**src/core/fan_pwm_consts.svh**
```systemverilog
`ifndef FAN_PWM_CONSTS_SVH
`define FAN_PWM_CONSTS_SVH

// Duty level quantisation
`define DUTY_WIDTH 8
`define DUTY_FULL 8'hFF
// Time base: 30 Hz period at a 20 MHz clock
`define CLK_HZ 20000000
`define TIME_BASE_HZ 30
`define TIME_BASE_CYCLES (`CLK_HZ / `TIME_BASE_HZ)
// Forced-on interval in time-base periods
`define STARTUP_PERIODS 64
// Interrupt status bit positions
`define IRQ_BIT_FAULT 0
`define IRQ_BIT_SLEEP 1
`define IRQ_BIT_WAKE 2
`define IRQ_BIT_SHUTDOWN 3
`define IRQ_WIDTH 4
// Register indices
`define REG_STATUS 4'h0
`define REG_IRQ_STATUS 4'h1
`define REG_IRQ_MASK 4'h2
`define REG_DUTY 4'h3
`define REG_ADDR_WIDTH 4
`define IRQ_MASK_RESET 4'h0

`endif

```
**src/core/fan_pwm_pkg.sv**
```systemverilog
package fan_pwm_pkg;

  typedef enum logic [1:0] {
    ST_SHUTDOWN,
    ST_SLEEP,
    ST_STARTUP,
    ST_NORMAL
  } fan_state_t;

  // Comparator flags from the analog front end
  typedef struct packed {
    logic primary_above_shutdown;
    logic primary_above_restart;
    logic primary_below_sleep;
    logic secondary_below_sleep;
    logic primary_above_wake;
    logic secondary_above_wake;
    logic primary_above_full;
    logic primary_above_overtemp;
  } level_flags_t;

  typedef struct packed {
    logic [3:0] addr;
    logic [31:0] wdata;
    logic wr;
    logic rd;
  } reg_req_t;

endpackage

```
**src/core/time_base_gen.sv**
```systemverilog
`timescale 1ns/1ps
`include "fan_pwm_consts.svh"

module time_base_gen #(
  parameter int unsigned PERIOD_CYCLES = `TIME_BASE_CYCLES
) (
  input wire logic clk_i,
  input wire logic reset_i,
  output logic tick_o
);

  localparam int unsigned CW = $clog2(PERIOD_CYCLES);
  logic [CW-1:0] count_q;

  initial begin
    if (PERIOD_CYCLES < 2) $error("time base period too short");
  end

  always_ff @(posedge clk_i or posedge reset_i) begin
    if (reset_i) begin
      count_q <= '0;
      tick_o <= 1'b0;
    end else if (count_q == CW'(PERIOD_CYCLES - 1)) begin
      count_q <= '0;
      tick_o <= 1'b1;
    end else begin
      count_q <= count_q + 1'b1;
      tick_o <= 1'b0;
    end
  end

endmodule

```
**src/core/thermal_fan_pwm_controller.sv**
```systemverilog
`timescale 1ns/1ps
`include "fan_pwm_consts.svh"

module thermal_fan_pwm_controller
  import fan_pwm_pkg::*;
#(
  parameter int unsigned TIME_BASE_CYCLES = `TIME_BASE_CYCLES,
  parameter int unsigned STARTUP_PERIODS = `STARTUP_PERIODS,
  parameter int unsigned DUTY_WIDTH = `DUTY_WIDTH
) (
  input wire logic clk_i,
  input wire logic reset_i,
  input wire fan_pwm_pkg::level_flags_t flags_i,
  input wire logic [DUTY_WIDTH-1:0] primary_temp_input_i,
  input wire logic [DUTY_WIDTH-1:0] secondary_control_input_i,
  input wire fan_pwm_pkg::reg_req_t req_i,
  output logic [31:0] rdata_o,
  output logic fan_drive_o,
  output logic fan_drive_oe_o,
  output logic overtemp_fault_n_o,
  output logic overtemp_fault_n_oe_o,
  output logic irq_o
);

  import fan_pwm_pkg::*;

  initial begin
    if (DUTY_WIDTH < 2 || DUTY_WIDTH > 16) $error("duty width unsupported");
    if (STARTUP_PERIODS < 1 || STARTUP_PERIODS > 255) $error("startup periods unsupported");
    // Each duty step needs at least two clocks of the step counter
    if ((TIME_BASE_CYCLES >> DUTY_WIDTH) < 2) $error("time base too short for duty steps");
  end

  // ==========================================================
  // Helpers
  // ==========================================================
  function automatic logic [DUTY_WIDTH-1:0] max_level(
    input logic [DUTY_WIDTH-1:0] a,
    input logic [DUTY_WIDTH-1:0] b
  );
    max_level = (a >= b) ? a : b;
  endfunction

  // Top of the ramp or of the duty range
  function automatic logic at_top(input logic [DUTY_WIDTH-1:0] v);
    at_top = (v == {DUTY_WIDTH{1'b1}});
  endfunction

  // ==========================================================
  // Shutdown as asynchronous reset, released on the clock
  // ==========================================================
  logic shut_async;
  logic shut_sync1_q;
  logic shut_sync2_q;
  logic core_reset;

  assign shut_async = reset_i | ~flags_i.primary_above_shutdown;

  // Assert at once, release two clean edges later so the core never leaves
  // reset on a glitchy comparator edge.
  always_ff @(posedge clk_i or posedge shut_async) begin
    if (shut_async) begin
      shut_sync1_q <= 1'b1;
      shut_sync2_q <= 1'b1;
    end else begin
      shut_sync1_q <= 1'b0;
      shut_sync2_q <= shut_sync1_q;
    end
  end
  assign core_reset = shut_sync2_q;

  // Restart gate: after shutdown the primary must also pass the restart level
  logic restart_ok_q;
  always_ff @(posedge clk_i or posedge core_reset) begin
    if (core_reset) begin
      restart_ok_q <= 1'b0;
    end else if (flags_i.primary_above_restart) begin
      restart_ok_q <= 1'b1;
    end
  end

  // ==========================================================
  // Time base and per-period PWM ramp
  // ==========================================================
  logic tick;
  logic [DUTY_WIDTH-1:0] ramp_q;
  localparam int unsigned SUB_CYCLES = (TIME_BASE_CYCLES >> DUTY_WIDTH) < 1 ?
    1 : (TIME_BASE_CYCLES >> DUTY_WIDTH);

  // One time base divided into duty steps: same period for logic and PWM
  time_base_gen #(
    .PERIOD_CYCLES(SUB_CYCLES)
  ) u_time_base (
    .clk_i(clk_i),
    .reset_i(core_reset),
    .tick_o(tick)
  );

  logic period_start;
  assign period_start = tick && at_top(ramp_q);

  // Ramp restarts with the core, so the first period follows shutdown release
  always_ff @(posedge clk_i or posedge core_reset) begin
    if (core_reset) begin
      ramp_q <= '0;
    end else if (tick) begin
      ramp_q <= ramp_q + 1'b1;
    end
  end

  // ==========================================================
  // Fan state machine
  // ==========================================================
  fan_state_t state_q;
  fan_state_t state_d;
  logic [7:0] startup_cnt_q;
  logic both_below_sleep;
  logic any_above_wake;

  assign both_below_sleep = flags_i.primary_below_sleep & flags_i.secondary_below_sleep;
  assign any_above_wake = flags_i.primary_above_wake | flags_i.secondary_above_wake;

  // Sleep, wake and end of startup all wait for a period boundary
  always_comb begin
    state_d = state_q;
    case (state_q)
      ST_SHUTDOWN: begin
        // Leaving reset behaves like sleep: wait for a wake crossing
        if (restart_ok_q) begin
          state_d = ST_SLEEP;
        end
      end
      ST_SLEEP: begin
        if (any_above_wake && period_start) begin
          state_d = ST_STARTUP;
        end
      end
      ST_STARTUP: begin
        if (period_start && startup_cnt_q == 8'(STARTUP_PERIODS - 1)) begin
          state_d = ST_NORMAL;
        end
      end
      ST_NORMAL: begin
        // A single input low does not sleep the fan
        if (both_below_sleep && period_start) begin
          state_d = ST_SLEEP;
        end
      end
      default: state_d = ST_SHUTDOWN;
    endcase
  end

  always_ff @(posedge clk_i or posedge core_reset) begin
    if (core_reset) begin
      state_q <= ST_SHUTDOWN;
    end else begin
      state_q <= state_d;
    end
  end

  // Counts whole periods; entry always lands on a period boundary
  always_ff @(posedge clk_i or posedge core_reset) begin
    if (core_reset) begin
      startup_cnt_q <= 8'h00;
    end else if (state_q != ST_STARTUP) begin
      startup_cnt_q <= 8'h00;
    end else if (period_start) begin
      startup_cnt_q <= startup_cnt_q + 8'h01;
    end
  end

  // ==========================================================
  // Duty selection, latched once per period to avoid runt pulses
  // ==========================================================
  logic [DUTY_WIDTH-1:0] duty_q;
  always_ff @(posedge clk_i or posedge core_reset) begin
    if (core_reset) begin
      duty_q <= '0;
    end else if (period_start) begin
      if (flags_i.primary_above_full) begin
        duty_q <= {DUTY_WIDTH{1'b1}};
      end else begin
        // Inputs arrive already scaled over the 40 percent span
        // Limitation: no scaling here, the quantiser owns the span
        duty_q <= max_level(primary_temp_input_i, secondary_control_input_i);
      end
    end
  end

  // ==========================================================
  // Outputs
  // ==========================================================
  logic pwm_on;
  // Full duty bypasses the compare, else the top ramp step would blank
  assign pwm_on = at_top(duty_q) || (ramp_q < duty_q);

  always_ff @(posedge clk_i or posedge core_reset) begin
    if (core_reset) begin
      fan_drive_o <= 1'b0;
      fan_drive_oe_o <= 1'b1;
    end else begin
      case (state_q)
        ST_STARTUP: begin
          fan_drive_o <= 1'b1;
          fan_drive_oe_o <= 1'b1;
        end
        ST_NORMAL: begin
          fan_drive_o <= pwm_on;
          fan_drive_oe_o <= 1'b1;
        end
        ST_SLEEP: begin
          fan_drive_o <= 1'b0;
          fan_drive_oe_o <= 1'b0;
        end
        default: begin
          fan_drive_o <= 1'b0;
          fan_drive_oe_o <= 1'b1;
        end
      endcase
    end
  end

  // Open-drain fault: low driven while asserted, released otherwise
  // Gated to running states: sleep and shutdown keep it released
  logic fault_active;
  assign fault_active = flags_i.primary_above_overtemp &&
    (state_q == ST_NORMAL || state_q == ST_STARTUP);

  always_ff @(posedge clk_i or posedge core_reset) begin
    if (core_reset) begin
      overtemp_fault_n_o <= 1'b1;
      overtemp_fault_n_oe_o <= 1'b0;
    end else begin
      overtemp_fault_n_o <= ~fault_active;
      overtemp_fault_n_oe_o <= fault_active;
    end
  end

  // ==========================================================
  // Interrupts and registers (survive shutdown, cleared by reset_i)
  // ==========================================================
  logic [`IRQ_WIDTH-1:0] irq_status_q;
  logic [`IRQ_WIDTH-1:0] irq_mask_q;
  logic [`IRQ_WIDTH-1:0] irq_event;
  // Edge memories run on reset_i alone, so shutdown entry is seen as an edge
  logic fault_prev_q;
  fan_state_t state_prev_q;
  logic shut_prev_q;

  always_ff @(posedge clk_i or posedge reset_i) begin
    if (reset_i) begin
      fault_prev_q <= 1'b0;
      state_prev_q <= ST_SHUTDOWN;
      shut_prev_q <= 1'b1;
    end else begin
      fault_prev_q <= fault_active;
      state_prev_q <= state_q;
      shut_prev_q <= core_reset;
    end
  end

  always_comb begin
    irq_event = '0;
    irq_event[`IRQ_BIT_FAULT] = fault_active & ~fault_prev_q;
    irq_event[`IRQ_BIT_SLEEP] = (state_q == ST_SLEEP) && (state_prev_q == ST_NORMAL);
    irq_event[`IRQ_BIT_WAKE] = (state_q == ST_STARTUP) && (state_prev_q == ST_SLEEP);
    irq_event[`IRQ_BIT_SHUTDOWN] = core_reset & ~shut_prev_q;
  end

  // Unmapped writes decode to nothing and are dropped
  logic wr_status;
  logic wr_mask;
  assign wr_status = req_i.wr && (req_i.addr == `REG_IRQ_STATUS);
  assign wr_mask = req_i.wr && (req_i.addr == `REG_IRQ_MASK);

  // Set wins over a simultaneous write-one clear
  always_ff @(posedge clk_i or posedge reset_i) begin
    if (reset_i) begin
      irq_status_q <= '0;
    end else begin
      irq_status_q <= (irq_status_q & ~(wr_status ? req_i.wdata[`IRQ_WIDTH-1:0] : '0))
        | irq_event;
    end
  end

  // Mask resets closed: no interrupt until software opens it
  always_ff @(posedge clk_i or posedge reset_i) begin
    if (reset_i) begin
      irq_mask_q <= `IRQ_MASK_RESET;
    end else if (wr_mask) begin
      irq_mask_q <= req_i.wdata[`IRQ_WIDTH-1:0];
    end
  end

  // Fresh events included so the line rises with its status bit
  always_ff @(posedge clk_i or posedge reset_i) begin
    if (reset_i) begin
      irq_o <= 1'b0;
    end else begin
      irq_o <= |((irq_status_q | irq_event) & irq_mask_q);
    end
  end

  // Status word: fault, drive, state, core reset, restart gate
  always_ff @(posedge clk_i or posedge reset_i) begin
    if (reset_i) begin
      rdata_o <= 32'h0000_0000;
    end else if (req_i.rd) begin
      case (req_i.addr)
        `REG_STATUS: rdata_o <= {26'h0, fault_active, fan_drive_o, state_q, core_reset,
          restart_ok_q};
        `REG_IRQ_STATUS: rdata_o <= {28'h0, irq_status_q};
        `REG_IRQ_MASK: rdata_o <= {28'h0, irq_mask_q};
        `REG_DUTY: rdata_o <= 32'(duty_q);
        default: rdata_o <= 32'h0000_0000;
      endcase
    end else begin
      rdata_o <= 32'h0000_0000;
    end
  end

endmodule

```
**config.mk**
```make
export PLATFORM = sky130hd
export DESIGN_NAME = thermal_fan_pwm_controller
export DESIGN_NICKNAME = d
export VERILOG_FILES = /design/src/core/fan_pwm_pkg.sv /design/src/core/time_base_gen.sv /design/src/core/thermal_fan_pwm_controller.sv
export VERILOG_INCLUDE_DIRS = /design/src /design/src/core
export SDC_FILE = /design/constraint.sdc
export NUM_CORES = 1
export LEC_CHECK = 0
export ABC_AREA = 1
export BUFFER_PORTS_ARGS = -buffer_cell sky130_fd_sc_hd__buf_2
export CORE_ASPECT_RATIO = 1.2
export CORE_MARGIN = 3
export CORE_UTILIZATION = 47
export DETAILED_ROUTE_END_ITERATION = 8
export GPL_TIMING_DRIVEN = 0
export PLACE_DENSITY = 0.72
export SLEW_MARGIN = 20
export SYNTH_ARGS = -nofsm -noshare
export SYNTH_HDL_FRONTEND = slang
export SYNTH_SLANG_ARGS = --single-unit
```
**constraint.sdc**
```tcl
create_clock -name clk_i -period 2.5 [get_ports clk_i]
set_clock_uncertainty 0.15 [all_clocks]
set_input_delay 0.125 -clock clk_i [delete_from_list [all_inputs] [get_ports clk_i]]
set_output_delay 0.125 -clock clk_i [all_outputs]
set_load 0.005 [all_outputs]
```
# After elaboration in Yosys (flattened, before gate mapping)
# Cells that the tools add are included.
# totals
regBits	91
in_bits	64
output_inout_bits	37
word_cells	88
# op_classes
addsub	3
n_lt_le_gt_ge	2
n_eq_ne	17
mux	16
bitwise	14
n_reduce_logical	16
# op_table
operator	count
2-to-1 mux 32 bit	1
2-to-1 mux 8 bit	4
case mux 8 bit (4 select lines)	1
adder 8 x 1 -> 8 bit (second input constant)	2
== test 8 bit (second input constant)	2
adder 12 x 1 -> 12 bit (second input constant)	1
== test 12 bit (second input constant)	1
2-to-1 mux 12 bit	1
inequality test 2 bit (second input constant)	5
logical AND 1 bit	9
AND 4 bit	2
== test 4 x 2 -> 1 bit (second input constant)	2
== test 8 x 6 -> 1 bit (second input constant)	1
>= comparator 8 bit	1
< comparator 8 bit	1
2-to-1 mux 2 bit	4
bitwise OR 4 bit	2
case mux 2 bit (4 select lines)	1
== test 2 bit (second input constant)	3
== test 2 x 1 -> 1 bit (second input constant)	2
== test 4 x 1 -> 1 bit (second input constant)	1
zero test 4 bit	1
2-to-1 mux 4 bit	1
inverter 1 bit	4
10 further kinds	15

# Depth between registers and ports, before layout
# logic_depth
depth_word	7
ltp_mapped	13
ltp_nobuf	13

# By module
# From an unflattened synthesis, not the netlist that was laid out.
# unflattened
cells_unflattened	482
area_unflattened_um2	3881.2
# modules_own_cells
module	instances	cells_each	area_per_inst_um2	seq_area_each_um2
thermal_fan_pwm_controller	1	387	3178.0	1357.6
time_base_gen	1	95	703.2	325.3

# Worst setup path after synthesis
# Ideal clock, no wire load.
# synth_timing
kind	flip-flop to flip-flop
startpoint	register shut_sync2_q, in the netlist core_reset
endpoint	register irq_o
setup_ns	0.132
arrival_time_ns	1.719
required_time_ns	2.218
setup_slack_ns	0.499
path_stages_with_launch	6
path_buffers	0
synth_period_minus_slack_ns	2.001
path_cell_list	dfstp_2 > inv_1 > or2_2 > nand2_1 > nand2_1 > nand4_1
# synth_between
elab_chain_len	4
# synth_rtl
element	line_no	source
start, declared	thermal_fan_pwm_controller.sv:54	logic shut_sync2_q;
start signal, assigned	thermal_fan_pwm_controller.sv:67	shut_sync2_q <= shut_sync1_q;
AND 1 bit	thermal_fan_pwm_controller.sv:267	irq_event[`IRQ_BIT_SHUTDOWN] = core_reset & ~shut_prev_q;
bitwise OR 4 bit	thermal_fan_pwm_controller.sv:300	irq_o <= |((irq_status_q | irq_event) & irq_mask_q);
AND 4 bit	thermal_fan_pwm_controller.sv:300	
OR reduction 4 bit	thermal_fan_pwm_controller.sv:300	
end signal, assigned	thermal_fan_pwm_controller.sv:300	
end, declared	thermal_fan_pwm_controller.sv:22	output logic irq_o
# Every way passes these cells.
# A chain may end at the register's enable or synchronous reset.

# Worst setup path after layout
# layout_timing
startpoint	input primary_temp_input_i[7]
endpoint	register duty_q[5]
# layout_between
elab_chain_len	3
# layout_rtl
element	line_no	source
start, declared	thermal_fan_pwm_controller.sv:14	input wire logic [DUTY_WIDTH-1:0] primary_temp_input_i,
>= comparator 8 bit	thermal_fan_pwm_controller.sv:41	max_level = (a >= b) ? a : b;
2-to-1 mux 8 bit	thermal_fan_pwm_controller.sv:41	
2-to-1 mux 8 bit	thermal_fan_pwm_controller.sv:180	if (flags_i.primary_above_full) begin
end signal, assigned	thermal_fan_pwm_controller.sv:181	duty_q <= {DUTY_WIDTH{1'b1}};
end signal, assigned	thermal_fan_pwm_controller.sv:185	duty_q <= max_level(primary_temp_input_i, secondary_control_input_i);
end, declared	thermal_fan_pwm_controller.sv:175	logic [DUTY_WIDTH-1:0] duty_q;
# Every way passes these cells.

==> impl_metrics.json <==
{
  "status": "complete, no violations",
  "critPathMostFrequentCell": "nor2_1",
  "grt_pass1_vias": 3146,
  "setup_ws_ns": 0.139,
  "cts_sinks": 67,
  "vias": 3218,
  "final_hold_viol_count": 0,
  "min_to": "duty_q[4]",
  "clk_pin_slew_ns": 0.08,
  "synth_cell_type_count": 35,
  "synth_area_sq_mm": 0.00381,
  "place_inst": 633,
  "tns_ns": 0,
  "start_util_pct": 48.9,
  "synthTopCellsByArea": "dfrtp_1 41%, nand2_1 8.9%, ha_1 7.6%",
  "cts_tree": "yes",
  "h-tree-depth": 3,
  "die_area_sq_mm": 0.00923,
  "slew_headroom_pct": 46.5,
  "reg2reg_from": "ramp_q[0]",
  "crit_required_ns": 2.59,
  "grt_usage_pct": 18.4,
  "rows": 35,
  "ys_seq_elements": 67,
  "yosys.area.top_type": "dfrtp_1",
  "drtAntennaViolNets": 0,
  "min_path_cells": 5,
  "synthesis.area_per_instance_sq_um": 8.14,
  "overflow": 0,
  "portBuffers": 48,
  "die_w_microns": 88.2,
  "critPathSlowestCell": "dlygate4sd3_1",
  "antenna_found_initial": 0,
  "p_leak_nw": 2.56,
  "period_share_pct": 94.5,
  "grt_max_degree": 31,
  "yosysWarnings": 0,
  "diodes": 0,
  "via_per_inst": 4.80,
  "tightest_slew_ns": 0.802,
  "wl_per_cell_microns": 12.0,
  "finalCriticalPeriod_ns": 2.36,
  "r2r_cells": 9,
  "power.density_mw_per_mm2": 629,
  "yosysTopAreaCellShare_pct": 40.7,
  "cp-end-kind": "register",
  "cts_buffers": 9,
  "post_synth_inst_count": 468,
  "min_from": "secondary_control_input_i[4]",
  "drt_first_iter_violations": 183,
  "switching_share_pct": 30.2,
  "p_clk_share_pct": 35.1,
  "setup_viol": 0,
  "slew_violations": 0,
  "cap_violations": 0,
  "peakVddDrop_mv": 0.278,
  "hold_ws_ns": 0.00263,
  "critPathLaunchType": "primary input",
  "die_h_microns": 105,
  "power_frac_seq_pct": 43.9,
  "worstSetupPathType": "in2reg",
  "first_pass_iters": 5,
  "route.detailed.drc": 0,
  "critPathArrivalTime_ns": 2.45,
  "drt_wl_total_microns": 8030,
  "ys.flop_type": "dfrtp_1",
  "fin_util_pct": 60.9,
  "yosysMostFrequentCell": "nand2_1",
  "dp_hpwl_microns": 5970,
  "grt_pass1_wl_microns": 13400,
  "synth.top_cells.by_count": "90 x nand2_1, 70 x inv_1, 62 x dfrtp_1, 61 x nor2_1, 30 x nand3_1",
  "io_pins": 101,
  "layoutNonFillerInstCount": 671,
  "rsz0062_at_grt": "no",
  "preCtsSetupSlack_ns": 0.448,
  "power.switching_mw": 0.903,
  "async_reset_ff_share_pct": 100,
  "synth-edff-count": 0,
  "area_growth_pct": 24.6,
  "path_cells": "dlygate4sd3_1 > buf_2 > ha_1 > nand2_1 > nor2_1 > nor2_4 > buf_4 > nand3_1 > nand2_1 > dlygate4sd3_1 > nor2_1 > nor2_1",
  "ys_seq_area_share_pct": 44.2,
  "clock.fmax_mhz": 423,
  "root_buffer": "clkbuf_8",
  "core_area_sq_mm": 0.00779,
  "insertion_delay_ns": 0.34,
  "internal_power_mw": 2.08,
  "combPwrFrac_pct": 20.9,
  "nets": 661,
  "gp_routability_congestion": 0.870,
  "slowest_delay_ns": 0.55,
  "cts_buffer_depth": 2,
  "rrSetupSlack_ns": 0.17,
  "r2r_end": "duty_q[5]",
  "crit_fanout": 10,
  "drive_above_1_share_pct": 19.7,
  "hold_path_class": "in2reg"
}
cells by family after synthesis:
group,after synthesis,share of synthesized area (%)
AO/OA/AOI/OAI,47,6.93
XOR/XNOR,14,3.22
adder cells (fa/ha/maj),23,7.55
buffers and inverters,99,12.2
flip-flops,67,44.2
multiplexers,1,0.295
other,1,0.0984
AND/OR/NAND/NOR,216,25.5
state kept, by name, summed over array words and instances, names as in the netlist:
name / cells
startup_cnt_q: 8
u_time_base.count_q: 12
ramp_q: 8
fan_drive_o: 1
rdata_o: 8
irq_o: 1
restart_ok_q: 1
fan_drive_oe_o: 1
core_reset: 1
state_q: 2
state_prev_q: 2
duty_q: 8
overtemp_fault_n_o: 1
fault_prev_q: 1
shut_prev_q: 1
u_time_base.tick_o: 1
overtemp_fault_n_oe_o: 1
irq_status_q: 4
shut_sync1_q: 1
irq_mask_q: 4
cell type report:
cell class	count	area (sq um)
Tap cell	92	115
Inverter	72	272
Clock inverter	6	95.1
Multi-Input combinational cell	326	1760
Fill cell	666	3050
Clock buffer	10	138
Sequential cell	67	1680
Buffer	27	203
Timing Repair Buffer	71	480
cell usage in the layout, fill, tap and decap left out, types with 2 or more instances in the layout:
cell type	Yosys	final
xnor2_1	3	3
nor3_1	8	8
conb_1	1	25
dlygate4sd3_1	0	22
a21boi_0	6	6
inv_1	70	69
nand3_1	30	30
nor4_1	2	2
or2_2	5	5
nor2_4	2	3
a21oi_1	9	9
buf_2	2	48
o21ai_0	25	25
o22ai_1	4	4
inv_6	0	3
nand3b_1	2	2
bufinv_16	0	2
nand2_1	90	89
buf_4	24	25
ha_1	23	23
nand4_1	10	10
dfrtp_1	62	62
xor2_1	11	11
nor2_1	61	60
clkbuf_8	0	10
dfstp_2	5	5
inv_2	1	2
power groups by stage:
stage | clock, mW | combinational (mW) | sequential [mW]
6_report | 1.05 | 0.625 | 1.31
5_1_grt | 1.14 | 0.725 | 1.33
4_1_cts | 1.07 | 0.625 | 1.31
3_5_place_dp | 0 | 0.596 | 1.34
3_3_place_gp | 0 | 0.575 | 1.33
2_1_floorplan | 0 | 0.408 | 1.32
routing by layer:
layer	vias up	share of wire [%]	routed length, microns	global-route usage [%]
met5	-	0	0	0
met4	0	1.6	132	7.34
met3	10	4.0	323	3.63
met2	79	53	4240	32.5
met1	1468	42	3340	21.2
li1	1661	-	-	-
critical path: cells and delay by family:
kind / cells / cell delay, ns
adders and majority gates: 1 / 0.30
buffers and inverters: 4 / 1.40
and+or+nand+nor: 7 / 0.63
worst max-delay path by stage:
stage / start / end / slack [ns] / cells after the start
3_3_place_gp: core_reset / irq_o / 0.04 / 5
6_report: primary_temp_input_i[7] / duty_q[5] / 0.14 / 12
5_1_grt: primary_temp_input_i[7] / duty_q[5] / 0.02 / 12
2_1_floorplan: core_reset / irq_o / 0.50 / 5
4_1_cts: primary_temp_input_i[7] / duty_q[5] / 0.06 / 11
3_5_place_dp: state_q[0] / startup_cnt_q[5] / 0.45 / 8
per-stage QoR:
step | instance area (sq um) | total power [mW]
floorplan | 3900 | 1.72
global placement | 4260 | 1.90
detailed placement | 4280 | 1.93
CTS | 4730 | 3.01
global route | 4750 | 3.20
finish | 4750 | 2.99
timing repair:
item | CTS | global route
endpoints found under the setup margin | 0 | 2
resized for setup | 0 | 8
hold buffers | 22 | 0
hold endpoints to repair | 45 | 0
buffers inserted | 0 | 0
Power figures use the tool's default switching activity.
